**src/common/cbf_consts.svh**
```systemverilog
`ifndef CBF_CONSTS_SVH
`define CBF_CONSTS_SVH

// Register byte offsets
`define CBF_REG_CFG 8'h00
`define CBF_REG_GAP 8'h04
`define CBF_REG_BGT 8'h08
`define CBF_REG_BWT 8'h0c
`define CBF_REG_STAT 8'h10
`define CBF_REG_TC 8'h14

// Reset values
`define CBF_CARD_RX_PAYLOAD_MAX_RST 8'h20
`define CBF_WTX_MULT_RST 8'h01
`define CBF_GAP_RST 16'h002c
`define CBF_BGT_RST 16'h0016
`define CBF_BWT_RST 16'h0400

// Field and frame constants
`define CBF_TC_VAL 8'h00
`define CBF_NAD_DEF 8'h00
`define CBF_INF_MAX 8'hfe
`define CBF_INF_ONE 8'h01
`define CBF_INF_NONE 8'h00
`define CBF_PCB_R_EDC 8'h81
`define CBF_PCB_R_OTHER 8'h82
`define CBF_PCB_S_WTX_REQ 8'hc3
`define CBF_PCB_S_WTX_RSP 8'he3
`define CBF_PCB_S_RSP_BIT 8'h20
`define CBF_S_TYPE_IFS 5'h01
`define CBF_S_TYPE_WTX 5'h03
`define CBF_WTX_LEAD 16'h0002

`endif

```
**src/common/cbf_pkg.sv**
```systemverilog
`default_nettype none

package cbf_pkg;

    // One character with its strobe
    typedef struct packed {
        logic valid;
        logic [7:0] data;
    } cbf_char_s;

    // Reply header handed over by the application
    typedef struct packed {
        logic [7:0] block_control_byte;
        logic [7:0] len;
    } cbf_reply_s;

    // Receive parser, Gray codes along the frame
    typedef enum logic [2:0] {
        RX_NAD = 3'h0,
        RX_PCB = 3'h1,
        RX_LEN = 3'h3,
        RX_INF = 3'h2,
        RX_LRC = 3'h6
    } cbf_rx_e;

    // Transmit sequencer, Gray codes along the frame
    typedef enum logic [2:0] {
        TX_IDLE = 3'h0,
        TX_NAD = 3'h1,
        TX_PCB = 3'h3,
        TX_LEN = 3'h2,
        TX_INF = 3'h6,
        TX_LRC = 3'h7
    } cbf_tx_e;

    // Source of the block being sent
    typedef enum logic [1:0] {
        SRC_AUTO = 2'h0,
        SRC_WTX = 2'h1,
        SRC_APP = 2'h3
    } cbf_src_e;

endpackage : cbf_pkg

`default_nettype wire

```
**src/rtl/cbf_etu_timer.sv**
```systemverilog
`default_nettype none

module cbf_etu_timer
#(
    parameter int unsigned TW = 16
)
(
    input wire logic clk_i,        // Clock
    input wire logic nrst_i,       // Sync reset, active low
    input wire logic restart_i,    // Restart from zero
    input wire logic tick_i,       // One etu elapsed
    output logic [TW-1:0] count_o  // Etus since restart
);

    logic [TW-1:0] cnt_q;

    // Saturating count so a long idle never wraps into a short delay
    always_ff @(posedge clk_i)
    begin
        if (!nrst_i)
            cnt_q <= '0;
        else if (restart_i)
            cnt_q <= '0;
        else if (tick_i && (cnt_q != '1))
            cnt_q <= cnt_q + 1'b1;
    end

    assign count_o = cnt_q;

endmodule : cbf_etu_timer

`default_nettype wire

```
**src/rtl/cbf_framer.sv**
```systemverilog
// Functional notes
// RQ1: Character gap kept below gap limit
// RQ2: Reply starts after guard, before timeout
// RQ3: Turnaround window dropped after wait extension
// RQ4: Next command accepted right after reply
// RQ5: Extra time requested with extension block
// RQ6: Check type character reads zero
// RQ7: Own blocks sent with node address zero
// RQ8: Nonzero node address block silently dropped
// RQ9: Control byte identifies block type
// RQ10: Information, receive-ready, supervisory blocks handled
// RQ11: Length byte equals payload byte count
// RQ12: Information blocks always carry payload
// RQ13: Receive-ready blocks have zero length
// RQ14: Size and extension blocks carry one byte
// RQ15: Other supervisory blocks carry no payload
// RQ16: Receivable payload size defaults to 32
// RQ17: Every block ends with xor check
// RQ18: Bad check answered with error-one block
// RQ19: Check byte xors prologue and payload
//
// Design decisions made here: the placing of the registers and the strobed register port.
`include "cbf_consts.svh"
`default_nettype none

module cbf_framer
    import cbf_pkg::*;
#(
    parameter int unsigned BUF_DEPTH = 254,
    parameter int unsigned TW = 16
)
(
    input wire logic clk_i,              // Clock, 125 MHz
    input wire logic nrst_i,             // Sync reset, active low
    input wire logic etu_tick_i,         // One pulse per etu
    input wire cbf_char_s ch_rx_i,       // Received character
    output cbf_char_s ch_tx_o,           // Character to send
    input wire logic ch_tx_ready_i,      // Character layer takes it
    output cbf_char_s app_rx_o,          // Payload byte to application
    output logic app_blk_done_o,         // Good block for application
    output logic [7:0] app_blk_pcb_o,    // Its control byte
    output logic [7:0] app_blk_len_o,    // Its length byte
    input wire logic app_wr_i,           // Payload buffer write
    input wire logic [7:0] app_wr_idx_i, // Payload buffer index
    input wire logic [7:0] app_wr_data_i,// Payload buffer data
    input wire logic app_send_i,         // Reply is ready
    input wire cbf_reply_s app_reply_i,  // Reply header
    output logic app_busy_o,             // Reply still pending
    input wire logic [7:0] reg_addr_i,   // Register byte address
    input wire logic [31:0] reg_wdata_i, // Register write data
    input wire logic reg_we_i,           // Write strobe
    input wire logic reg_re_i,           // Read strobe
    output logic [31:0] reg_rdata_o      // Read data, next cycle
);

    // RQ12 RQ13 RQ14 RQ15: forced length per type
    function automatic logic [7:0] fix_len(input logic [7:0] block_control_byte,
                                          input logic [7:0] len);
        logic [4:0] st;
        st = block_control_byte[4:0];
        if (!block_control_byte[7])
            fix_len = (len == 8'h00) ? `CBF_INF_ONE :
                      (len > `CBF_INF_MAX) ? `CBF_INF_MAX : len;
        else if (!block_control_byte[6])
            fix_len = `CBF_INF_NONE;
        else if (st == `CBF_S_TYPE_IFS || st == `CBF_S_TYPE_WTX)
            fix_len = `CBF_INF_ONE;
        else
            fix_len = `CBF_INF_NONE;
    endfunction : fix_len

    logic [7:0] card_rx_payload_max_q, wtx_mult_q, discard_q;
    logic [TW-1:0] gap_q, bgt_q, bwt_q, turn_cnt, gap_cnt;
    cbf_rx_e rx_st_q;
    logic [7:0] rx_nad_q, rx_pcb_q, rx_len_q, rx_inf0_q, rx_lrc_q;
    logic [7:0] rx_cnt_q;
    cbf_tx_e tx_st_q;
    cbf_src_e tx_src_q;
    logic [7:0] tx_byte_q, tx_pcb_q, tx_len_q, tx_lrc_q, tx_idx_q;
    logic [7:0] tx_inf1_q;
    logic [7:0] buf_q [BUF_DEPTH];
    logic auto_pend_q, reply_wait_q, wtx_sent_q, wtx_active_q;
    logic [7:0] auto_pcb_q, auto_len_q, auto_inf_q;
    logic app_pend_q, blk_done_q;
    cbf_reply_s app_rep_q;
    cbf_char_s app_rx_q;

    logic rx_end, lrc_ok, addr_ok, len_ok, s_req;
    logic hs, tx_go, tx_start, wtx_need, app_go, window_ok;
    logic [7:0] lrc_n, inf_byte;

    // Leading edge of last received character restarts turnaround
    cbf_etu_timer #(.TW(TW)) u_turn (
        .clk_i(clk_i),
        .nrst_i(nrst_i),
        .restart_i(ch_rx_i.valid),
        .tick_i(etu_tick_i),
        .count_o(turn_cnt)
    );

    // RQ1: gap timer restarts per character
    cbf_etu_timer #(.TW(TW)) u_gap (
        .clk_i(clk_i),
        .nrst_i(nrst_i),
        .restart_i(hs || tx_start),
        .tick_i(etu_tick_i),
        .count_o(gap_cnt)
    );

    // Receive parser; a stalled frame is dropped after the gap limit
    always_ff @(posedge clk_i)
    begin
        if (!nrst_i)
        begin
            rx_st_q <= RX_NAD;
            rx_nad_q <= 8'h00;
            rx_pcb_q <= 8'h00;
            rx_len_q <= 8'h00;
            rx_inf0_q <= 8'h00;
            rx_lrc_q <= 8'h00;
            rx_cnt_q <= 8'h00;
        end
        else if (ch_rx_i.valid)
        begin
            // RQ19: xor accumulate check
            rx_lrc_q <= (rx_st_q == RX_NAD) ? ch_rx_i.data
                                            : rx_lrc_q ^ ch_rx_i.data;
            unique case (rx_st_q)
                RX_NAD:
                begin
                    rx_nad_q <= ch_rx_i.data;
                    rx_st_q <= RX_PCB;
                end
                RX_PCB:
                begin
                    rx_pcb_q <= ch_rx_i.data;
                    rx_st_q <= RX_LEN;
                end
                RX_LEN:
                begin
                    rx_len_q <= ch_rx_i.data;
                    rx_cnt_q <= 8'h00;
                    rx_st_q <= (ch_rx_i.data == 8'h00) ? RX_LRC : RX_INF;
                end
                RX_INF:
                begin
                    if (rx_cnt_q == 8'h00)
                        rx_inf0_q <= ch_rx_i.data;
                    rx_cnt_q <= rx_cnt_q + 8'h01;
                    if (rx_cnt_q == rx_len_q - 8'h01)
                        rx_st_q <= RX_LRC;
                end
                RX_LRC:
                    rx_st_q <= RX_NAD;
                default:
                    rx_st_q <= RX_NAD;
            endcase
        end
        else if (rx_st_q != RX_NAD && turn_cnt > gap_q)
            rx_st_q <= RX_NAD;
    end

    // Block classification at the check byte
    assign rx_end = ch_rx_i.valid && (rx_st_q == RX_LRC);
    assign lrc_ok = ((rx_lrc_q ^ ch_rx_i.data) == 8'h00);
    // RQ8: both address subfields must be zero
    assign addr_ok = (rx_nad_q == `CBF_NAD_DEF);
    // RQ16: payload above the receivable size is an error
    assign len_ok = (rx_len_q == fix_len(rx_pcb_q, rx_len_q))
                    && !(!rx_pcb_q[7] && rx_len_q > card_rx_payload_max_q);
    assign s_req = (rx_pcb_q[7:5] == 3'b110)
                   && (rx_pcb_q[4:0] != `CBF_S_TYPE_WTX);

    // Payload bytes pass to the application as they arrive
    always_ff @(posedge clk_i)
    begin
        if (!nrst_i)
            app_rx_q <= '0;
        else
        begin
            app_rx_q.valid <= ch_rx_i.valid && (rx_st_q == RX_INF);
            app_rx_q.data <= ch_rx_i.data;
        end
    end

    // Reply bookkeeping; a new block wins over a same-cycle start
    always_ff @(posedge clk_i)
    begin
        if (!nrst_i)
        begin
            auto_pend_q <= 1'b0;
            auto_pcb_q <= 8'h00;
            auto_len_q <= 8'h00;
            auto_inf_q <= 8'h00;
            reply_wait_q <= 1'b0;
            wtx_sent_q <= 1'b0;
            wtx_active_q <= 1'b0;
            discard_q <= 8'h00;
            blk_done_q <= 1'b0;
        end
        else
        begin
            blk_done_q <= 1'b0;
            if (tx_start)
            begin
                unique case (auto_pend_q ? SRC_AUTO :
                             wtx_need ? SRC_WTX : SRC_APP)
                    SRC_AUTO: auto_pend_q <= 1'b0;
                    SRC_WTX: wtx_sent_q <= 1'b1;
                    SRC_APP:
                    begin
                        reply_wait_q <= 1'b0;
                        wtx_active_q <= 1'b0;
                        wtx_sent_q <= 1'b0;
                    end
                endcase
            end
            if (rx_end && !addr_ok)
                discard_q <= discard_q + 8'h01;
            else if (rx_end)
            begin
                if (!lrc_ok)
                begin
                    // RQ18: error-one receive-ready reply
                    auto_pend_q <= 1'b1;
                    auto_pcb_q <= `CBF_PCB_R_EDC;
                    auto_len_q <= `CBF_INF_NONE;
                end
                else if (!len_ok)
                begin
                    auto_pend_q <= 1'b1;
                    auto_pcb_q <= `CBF_PCB_R_OTHER;
                    auto_len_q <= `CBF_INF_NONE;
                end
                else if (s_req)
                begin
                    // RQ10: supervisory requests answered here
                    auto_pend_q <= 1'b1;
                    auto_pcb_q <= rx_pcb_q | `CBF_PCB_S_RSP_BIT;
                    auto_len_q <= rx_len_q;
                    auto_inf_q <= rx_inf0_q;
                end
                else if (rx_pcb_q == `CBF_PCB_S_WTX_RSP)
                begin
                    // RQ3: window lifted once extension exchanged
                    wtx_active_q <= wtx_sent_q;
                    wtx_sent_q <= 1'b0;
                end
                else
                begin
                    // RQ4: command taken whenever the line is idle
                    reply_wait_q <= 1'b1;
                    blk_done_q <= 1'b1;
                end
            end
        end
    end

    // Application reply latch; a new request wins over the clear
    always_ff @(posedge clk_i)
    begin
        if (!nrst_i)
        begin
            app_pend_q <= 1'b0;
            app_rep_q <= '0;
        end
        else if (app_send_i)
        begin
            app_pend_q <= 1'b1;
            app_rep_q <= app_reply_i;
        end
        else if (tx_start && !auto_pend_q && !wtx_need)
            app_pend_q <= 1'b0;
    end

    // Payload store; written on every app_wr_i with index below BUF_DEPTH, even while a reply is pending
    always_ff @(posedge clk_i)
    begin
        if (app_wr_i && app_wr_idx_i < BUF_DEPTH[7:0])
            buf_q[app_wr_idx_i] <= app_wr_data_i;
    end

    // RQ2: start only inside the turnaround window
    assign window_ok = wtx_active_q || (turn_cnt > bgt_q);
    // RQ5: ask for more time just before the timeout
    assign wtx_need = reply_wait_q && !app_pend_q && !wtx_sent_q
                      && !wtx_active_q
                      && (turn_cnt >= bwt_q - `CBF_WTX_LEAD);
    assign app_go = reply_wait_q && app_pend_q;
    assign tx_go = (auto_pend_q || wtx_need || app_go) && window_ok
                   && (rx_st_q == RX_NAD);
    assign tx_start = (tx_st_q == TX_IDLE) && tx_go;
    assign hs = (tx_st_q != TX_IDLE) && ch_tx_ready_i;
    assign lrc_n = tx_lrc_q ^ tx_byte_q;
    assign inf_byte = (tx_src_q == SRC_APP) ? buf_q[tx_idx_q] : tx_inf1_q;

    // Transmit sequencer; whole payload is stored so gaps stay short
    always_ff @(posedge clk_i)
    begin
        if (!nrst_i)
        begin
            tx_st_q <= TX_IDLE;
            tx_src_q <= SRC_AUTO;
            tx_byte_q <= 8'h00;
            tx_pcb_q <= 8'h00;
            tx_len_q <= 8'h00;
            tx_lrc_q <= 8'h00;
            tx_idx_q <= 8'h00;
            tx_inf1_q <= 8'h00;
        end
        else if (tx_start)
        begin
            // RQ7: node address byte always zero
            tx_byte_q <= `CBF_NAD_DEF;
            tx_lrc_q <= 8'h00;
            tx_idx_q <= 8'h00;
            tx_st_q <= TX_NAD;
            // RQ9: control byte carries the block type
            if (auto_pend_q)
            begin
                tx_src_q <= SRC_AUTO;
                tx_pcb_q <= auto_pcb_q;
                tx_len_q <= fix_len(auto_pcb_q, auto_len_q);
                tx_inf1_q <= auto_inf_q;
            end
            else if (wtx_need)
            begin
                tx_src_q <= SRC_WTX;
                tx_pcb_q <= `CBF_PCB_S_WTX_REQ;
                tx_len_q <= `CBF_INF_ONE;
                tx_inf1_q <= wtx_mult_q;
            end
            else
            begin
                // RQ11: length forced to the type's payload
                tx_src_q <= SRC_APP;
                tx_pcb_q <= app_rep_q.block_control_byte;
                tx_len_q <= fix_len(app_rep_q.block_control_byte, app_rep_q.len);
            end
        end
        else if (hs)
        begin
            // RQ17: check byte follows the payload
            tx_lrc_q <= lrc_n;
            unique case (tx_st_q)
                TX_NAD:
                begin
                    tx_byte_q <= tx_pcb_q;
                    tx_st_q <= TX_PCB;
                end
                TX_PCB:
                begin
                    tx_byte_q <= tx_len_q;
                    tx_st_q <= TX_LEN;
                end
                TX_LEN:
                begin
                    tx_byte_q <= (tx_len_q == 8'h00) ? lrc_n : inf_byte;
                    tx_idx_q <= 8'h01;
                    tx_st_q <= (tx_len_q == 8'h00) ? TX_LRC : TX_INF;
                end
                TX_INF:
                begin
                    tx_byte_q <= (tx_idx_q == tx_len_q) ? lrc_n : inf_byte;
                    tx_idx_q <= tx_idx_q + 8'h01;
                    if (tx_idx_q == tx_len_q)
                        tx_st_q <= TX_LRC;
                end
                TX_LRC:
                    tx_st_q <= TX_IDLE;
                default:
                    tx_st_q <= TX_IDLE;
            endcase
        end
    end

    // Register writes
    always_ff @(posedge clk_i)
    begin
        if (!nrst_i)
        begin
            // RQ16: default receivable payload size
            card_rx_payload_max_q <= `CBF_CARD_RX_PAYLOAD_MAX_RST;
            wtx_mult_q <= `CBF_WTX_MULT_RST;
            gap_q <= TW'(`CBF_GAP_RST);
            bgt_q <= TW'(`CBF_BGT_RST);
            bwt_q <= TW'(`CBF_BWT_RST);
        end
        else if (reg_we_i)
        begin
            unique case (reg_addr_i)
                `CBF_REG_CFG:
                begin
                    card_rx_payload_max_q <= reg_wdata_i[7:0];
                    wtx_mult_q <= reg_wdata_i[15:8];
                end
                `CBF_REG_GAP: gap_q <= reg_wdata_i[TW-1:0];
                `CBF_REG_BGT: bgt_q <= reg_wdata_i[TW-1:0];
                `CBF_REG_BWT: bwt_q <= reg_wdata_i[TW-1:0];
                default: ;
            endcase
        end
    end

    // Register reads, one cycle later; unmapped reads zero
    always_ff @(posedge clk_i)
    begin
        if (!nrst_i)
            reg_rdata_o <= 32'h0000_0000;
        else if (reg_re_i)
        begin
            unique case (reg_addr_i)
                `CBF_REG_CFG: reg_rdata_o <= {16'h0000, wtx_mult_q, card_rx_payload_max_q};
                `CBF_REG_GAP: reg_rdata_o <= 32'(gap_q);
                `CBF_REG_BGT: reg_rdata_o <= 32'(bgt_q);
                `CBF_REG_BWT: reg_rdata_o <= 32'(bwt_q);
                `CBF_REG_STAT: reg_rdata_o <= {16'h0000, discard_q,
                    app_pend_q, wtx_active_q, rx_st_q, tx_st_q};
                // RQ6: check type character, check by xor only
                `CBF_REG_TC: reg_rdata_o <= {24'h000000, `CBF_TC_VAL};
                default: reg_rdata_o <= 32'h0000_0000;
            endcase
        end
        else
            reg_rdata_o <= 32'h0000_0000;
    end

    assign ch_tx_o.valid = (tx_st_q != TX_IDLE);
    assign ch_tx_o.data = tx_byte_q;
    assign app_rx_o = app_rx_q;
    assign app_blk_done_o = blk_done_q;
    assign app_blk_pcb_o = rx_pcb_q;
    assign app_blk_len_o = rx_len_q;
    assign app_busy_o = app_pend_q;
endmodule : cbf_framer

`default_nettype wire

```
**config.mk**
```make
export PLATFORM = sky130hd
export DESIGN_NAME = cbf_framer
export DESIGN_NICKNAME = d
export VERILOG_FILES = /design/src/common/cbf_pkg.sv /design/src/rtl/cbf_etu_timer.sv /design/src/rtl/cbf_framer.sv
export VERILOG_INCLUDE_DIRS = /design/src /design/src/common
export SDC_FILE = /design/constraint.sdc
export NUM_CORES = 2
export LEC_CHECK = 0
export BUFFER_PORTS_ARGS = -buffer_cell sky130_fd_sc_hd__buf_2
export CAP_MARGIN = 15
export CELL_PAD_IN_SITES_DETAIL_PLACEMENT = 0
export CELL_PAD_IN_SITES_GLOBAL_PLACEMENT = 1
export CORE_MARGIN = 8
export CORE_UTILIZATION = 35
export CTS_BUF_LIST = sky130_fd_sc_hd__clkbuf_16
export DETAILED_ROUTE_END_ITERATION = 6
export MAX_ROUTING_LAYER = met4
export PLACE_DENSITY = 0.65
export SLEW_MARGIN = 20
export SYNTH_ARGS = -nofsm -noshare
export SYNTH_HDL_FRONTEND = slang
export SYNTH_SLANG_ARGS = --single-unit
```
**constraint.sdc**
```tcl
create_clock -name clk_i -period 3.35 [get_ports clk_i]
set_input_delay 0.335 -clock clk_i [delete_from_list [all_inputs] [get_ports clk_i]]
set_output_delay 0.335 -clock clk_i [all_outputs]
set_load 0.05 [all_outputs]
```
* Word-level counts from Yosys, hierarchy flattened
Memories as Yosys holds them, arrays and structs flattened. A register that Yosys moved wholly into a read port is not among the register bits.
Cells that the tools add are included.
** Operators by class
- Add/sub/neg operators :: 6
- Multiply operators :: 0
- Divide/modulo/power cells :: 0
- $lt $le $gt $ge :: 8
- Equal/unequal tests :: 32
- Shifts and indexed selects :: 0
- Multiplexer cells :: 85
- Bitwise operators :: 7
- Reductions and logical operators :: 76
** Operators by type and width (count)
- $mux 8 :: 27
- $pmux 16 s5 :: 1
- $logic_not 8->1 :: 9
- $mux 1 :: 44
- $gt 16x16->1 :: 2
- $pmux 8 s2 :: 2
- $pmux 8 s4 :: 1
- $reduce_and 2->1 :: 15
- $add 8x1->8 const B :: 3
- $eq 8x8->1 :: 3
- $gt 8x8->1 const B :: 3
- $pmux 3 s4 :: 2
- $logic_and 1x1->1 :: 20
- $add 16x1->16 const B :: 1
- $eq 8x4->1 const B :: 2
- $ge 16x16->1 :: 1
- $ne 16x16->1 const B :: 1
- $sub 16x2->16 const B :: 1
- $xor 8x8->8 :: 2
- $eq 5x1->1 const B :: 3
- $eq 5x2->1 const B :: 3
- $mux 3 :: 5
- $eq 3x2->1 const B :: 4
- $reduce_bool 2->1 :: 6
- 27 further kinds :: 53
** Storage, ports and cells
- Register bits :: 279
- Bits in latches :: 0
- Memory bits (writable) :: 2032
- Bits in read-only memories :: 0
- Output and inout port bits :: 68
- Word-level logic and storage cells :: 252
- Memories kept :: 1
** Memory list
- buf_q :: words 254, bits a word 8, read ports 1, clocked after memory_dff 1, wr ports 1, RTL line cbf_framer.sv:81 : logic [7:0] buf_q [BUF_DEPTH];

* Logic depth before layout (Yosys ltp)
- Depth in word-level cells :: 17
- Mapped depth :: 16
- Gate-level depth less buffers :: 14

* Modules after synthesis
A second synthesis with hierarchy kept.
** Unflattened totals
- Cells, all modules :: 5404
- Area total of the unflattened synthesis :: 92623.8 um^2
** Modules (own cells, without submodules)
- cbf_framer :: times used 1, cells an instance 5313, area an instance 91759.3 um^2, seq. area each 66123.4 um^2
- cbf_etu_timer :: times used 1, cells an instance 91, area an instance 864.6 um^2, seq. area each 320.3 um^2

* Least setup slack after synthesis
OpenSTA, ideal clock, no wires.
- Path kind :: register -> register
- Start :: register bwt_q[3]
- End :: register tx_len_q[3]
- Data arrival time :: 3.205 ns
- Data required time :: 3.227 ns
- Slack :: 0.023 ns
- Stages on the path, launching flop included :: 17
- Path buffers :: 2
- Clock period less this slack :: 3.327 ns
- Cell sequence :: dfxtp_1 or3_1 nor2_1 nand3_1 nor4_1 xnor2_1 ha_1 nand3_1 nor3_1 o2111ai_1 o21ai_0 nor2_1 or2_1 clkbuf_1 clkbuf_1 a221oi_1 nor2_1
** On the way
- Cells in the longest elaborated chain, start to end :: 8
- Elaborated cells on any way between the ends :: 10
** Ends and longest elaborated chain
- start, declared :: RTL line cbf_framer.sv:73 : logic [TW-1:0] gap_q, bgt_q, bwt_q, turn_cnt, gap_cnt;
- start signal, assigned :: RTL line cbf_framer.sv:387 : bwt_q <= TW'(`CBF_BWT_RST);
- start signal, assigned :: RTL line cbf_framer.sv:399 : `CBF_REG_BWT: bwt_q <= reg_wdata_i[TW-1:0];
- $sub 16x2->16 (no source line) *
- $ge 16x16->1 (no source line) *
- $logic_and 1x1->1 * :: RTL line cbf_framer.sv:286 : assign wtx_need = reply_wait_q && !app_pend_q && !wtx_sent_q
- $logic_or 1x1->1 (2 in series) :: RTL line cbf_framer.sv:290 : assign tx_go = (auto_pend_q || wtx_need || app_go) && window_ok
- $logic_and 1x1->1 :: RTL line cbf_framer.sv:290
- $logic_and 1x1->1 :: RTL line cbf_framer.sv:291 : && (rx_st_q == RX_NAD);
- $logic_and 1x1->1 :: RTL line cbf_framer.sv:292 : assign tx_start = (tx_st_q == TX_IDLE) && tx_go;
- end signal, assigned :: RTL line cbf_framer.sv:323 : tx_len_q <= fix_len(auto_pcb_q, auto_len_q);
- end signal, assigned :: RTL line cbf_framer.sv:330 : tx_len_q <= `CBF_INF_ONE;
- end signal, assigned :: RTL line cbf_framer.sv:338 : tx_len_q <= fix_len(app_rep_q.block_control_byte, app_rep_q.len);
- end, declared :: RTL line cbf_framer.sv:79 : logic [7:0] tx_byte_q, tx_pcb_q, tx_len_q, tx_lrc_q, tx_idx_q;
Mark *: on every way between the ends. The rest lies on a longest branch, timed or not.
A chain may end at the register's enable or synchronous reset.

==> results.ini <==
[place]
gp_congestion=0.9026
hpwl_mm=190.7
port_buffers=124
dpl_cell_area_sq_um=102400

[layout]
mostFrequentLayoutCells=2032 x edfxtp_1, 656 x buf_4, 487 x nor2_1
final_core_util_pct=42.05
synthToLayoutAreaGrowth_pct=19.62
fill_cells=23566
layout_commonest_cell=edfxtp_1
nNetsFinal=6432
drive_gt1_share_pct=26.95
fin_area_sq_um=111400

[clocking]
clk_pin_slew_ps=60
cts_buffers=242
htreeDepth=4
insertion_delay_ps=940
cts_tree=built
clock_path_buffers=4
cts_root_buffer=clkbuf_16
cts.sinks=2303

[hold_path]
hold_class=in2reg

[worst_setup_path]
end_kind=flip-flop
worst_path_max_delay_cell=mux4_1
crit_path_frequent_cell=buf_12
path_buf_inv=5
critPathTopFamily=buffers and inverters
cpPeakStageDelay_ps=610
crit_chain=buf_12, buf_12, buf_12, mux4_1, o22ai_2, nor3_1, nor4_2, buf_4, a2111oi_2, nand4_1, buf_4, a31oi_1
critPathMaxFanout=17
worstPathArrival_ps=4110
cp-start-kind=flip-flop
critical_path_required_ps=4060
crit_type=reg2reg

[global_routing]
grt_overflow=0
grt_max_degree=119
antenna_found_initial=17
top_usage_layer=met2
grt_usage_pct=19.60
use_met2_pct=29.68
grtUsageMet1_pct=26.85
first_global_vias=53536
grt_pass1_wl_mm=397.6
met3_usage_pct=3.858

[drt]
vias=54473
avgViaCountPerCell=5.437
drc=0
post_drt_wl_per_cell_microns=28.03
drt_iter0_drc=6089
drt_wl_total_mm=280.8
ant_nets=0
dr.pass1.iters=6

[sta]
skew_ps=131.6
final-hold-violation-count=0
worst_pin_slew_ps=1093
rsz0062_at_grt=true
finalCritPeriodShare_pct=101.6
max_freq_ghz=0.2939
whs_ps=89.27
layout_min_cycle_time_ps=3403
slew_headroom_pct=27.12
timing.final.ws_setup_ps=-52.98
setup_viol=6
final_max_slew_viol_count=0

[floorplan]
die_w_microns=531.7
core_area_sq_um=264900
die_area_sq_um=282700
start_util_pct=35.15
rows=189
die_h_microns=531.7
ios=157

[yosys]
ys.flop_type=edfxtp_1
synth_area_sq_um=93100
yosys_warnings=0
synth_edf_count=2032
synth_top_area_share_pct=65.54
synth_seq_area_share_pct=71.37
synth_area_leaders=edfxtp_1 66%, mux4_2 9.9%, dfxtp_1 5.8%
ys_types=95
avgSynthCellArea_sq_um=17.14
synth-seq-cells=2303
ys_async_sr_fraction_pct=0
syn_inst=5430
yosys.area.top_type=edfxtp_1

[run_status]
status=finished with violations
violations=negative setup slack

[pwr]
peakVddDrop_v=0.0004365
power_density_nw_per_um2=534.1
leakage_uw=0.03649

[job]
cap_violations=0

-- cell usage after synthesis, drive strengths merged (19+ instances only) --
master  number
a211oi      36
a21oi      175
a221oi      20
a22oi       51
a31oi       20
and2        29
and3        21
buf        164
clkbuf     167
dfxtp      271
edfxtp    2032
ha          65
inv         53
mux2i      207
mux4       460
nand2      392
nand2b      19
nand3       79
nand4       38
nor2       497
nor2b       28
nor3        70
nor4        38
o211ai      26
o21ai      103
o22ai       71
xnor2       43
xor2        40
-- worst register-to-register path, delay by kind of cell, from the launching register on --
kind	cells	cell delay, ps
and+or+nand+nor	3	750
buffers and inverters	5	1090
DFF	1	440
muxes	1	620
AOI/OAI and AO/OA	3	390
-- sequential cells by signal, indices dropped and copies added (netlist names), 9 cells and up, named ones only --
register and count:
bgt_q 16, u_turn.count_o 16, gap_q 16, app_rep_q 16
app_rx_o 9, bwt_q 16, buf_q 2032, reg_rdata_o 16
-- power by group --
| part | switching [uW] | internal (uW) |
|---|---|---|
| combinational | 990 | 308 |
| sequential | 52.4 | 31300 |
| clock | 11200 | 15600 |
-- area by class of cell --
cell class                 count  area (sq um)  area share (%)
timing repair buffer         920          7740           6.950
inverter                      54         205.2          0.1843
sequential                  2303         66470           59.68
antenna                       11         27.53         0.02472
clock inverter               197          1805           1.621
multi-input combinational   2757         24600           22.09
tap                         3533          4420           3.969
clock buffer                 244          6106           5.483
-- metal layers --
metal / wire length [microns] / vias to the layer above
met5: 0 / -
met4: 10010 / 0
met3: 24200 / 461
met2: 127600 / 2447
met1: 119000 / 28342
li1: - / 23223
-- final timing paths --
check                        start  cells past startpoint  slack (ps)            to
setup reg to reg         flip-flop                     12         -50  tx_byte_q[4]
setup / recovery         flip-flop                     12         -50  tx_byte_q[4]
hold reg to reg        rx_nad_q[6]                      2         460   rx_nad_q[6]
hold / removal    app_wr_data_i[4]                      1          90  buf_q[57][4]
-- through the flow --
stage / TNS (ps) / worst slack (ps) / cells / total power, uW
after floorplan: 0 / 22.52 / 5445 / 32350
after global placement: -20320 / -453.4 / 9497 / 33130
after detailed placement: -18080 / -449.8 / 9497 / 33170
after CTS: -52.81 / -11.54 / 10004 / 59880
after global routing: -4949 / -169.3 / 10019 / 60990
final: -117.1 / -52.98 / 10019 / 59480
-- logic make-up (layout without fill, tap and decap cells) --
logic type | after synthesis | after routing | synth area share [%]
xor+xnor | 83 | 83 | 0.7809
mux | 682 | 682 | 13.74
compound gates | 624 | 624 | 4.367
fa+ha+maj | 65 | 65 | 0.8736
flops | 2303 | 2303 | 71.37
buf+inv | 385 | 1415 | 2.629
other cells | 1 | 27 | 0.004028
simple gates | 1287 | 1287 | 6.235
-- what timing repair did --
item | CTS | global route
endpoints found under the setup margin | 63 | 61
endpoints found under the hold margin | 253 | 0
cloned | 0 | 3
gates resized for setup | 42 | 37
hold buffers | 59 | 0
pin swaps | 14 | 20
buffers inserted | 7 | 1
(Power assumes the default switching activity.)
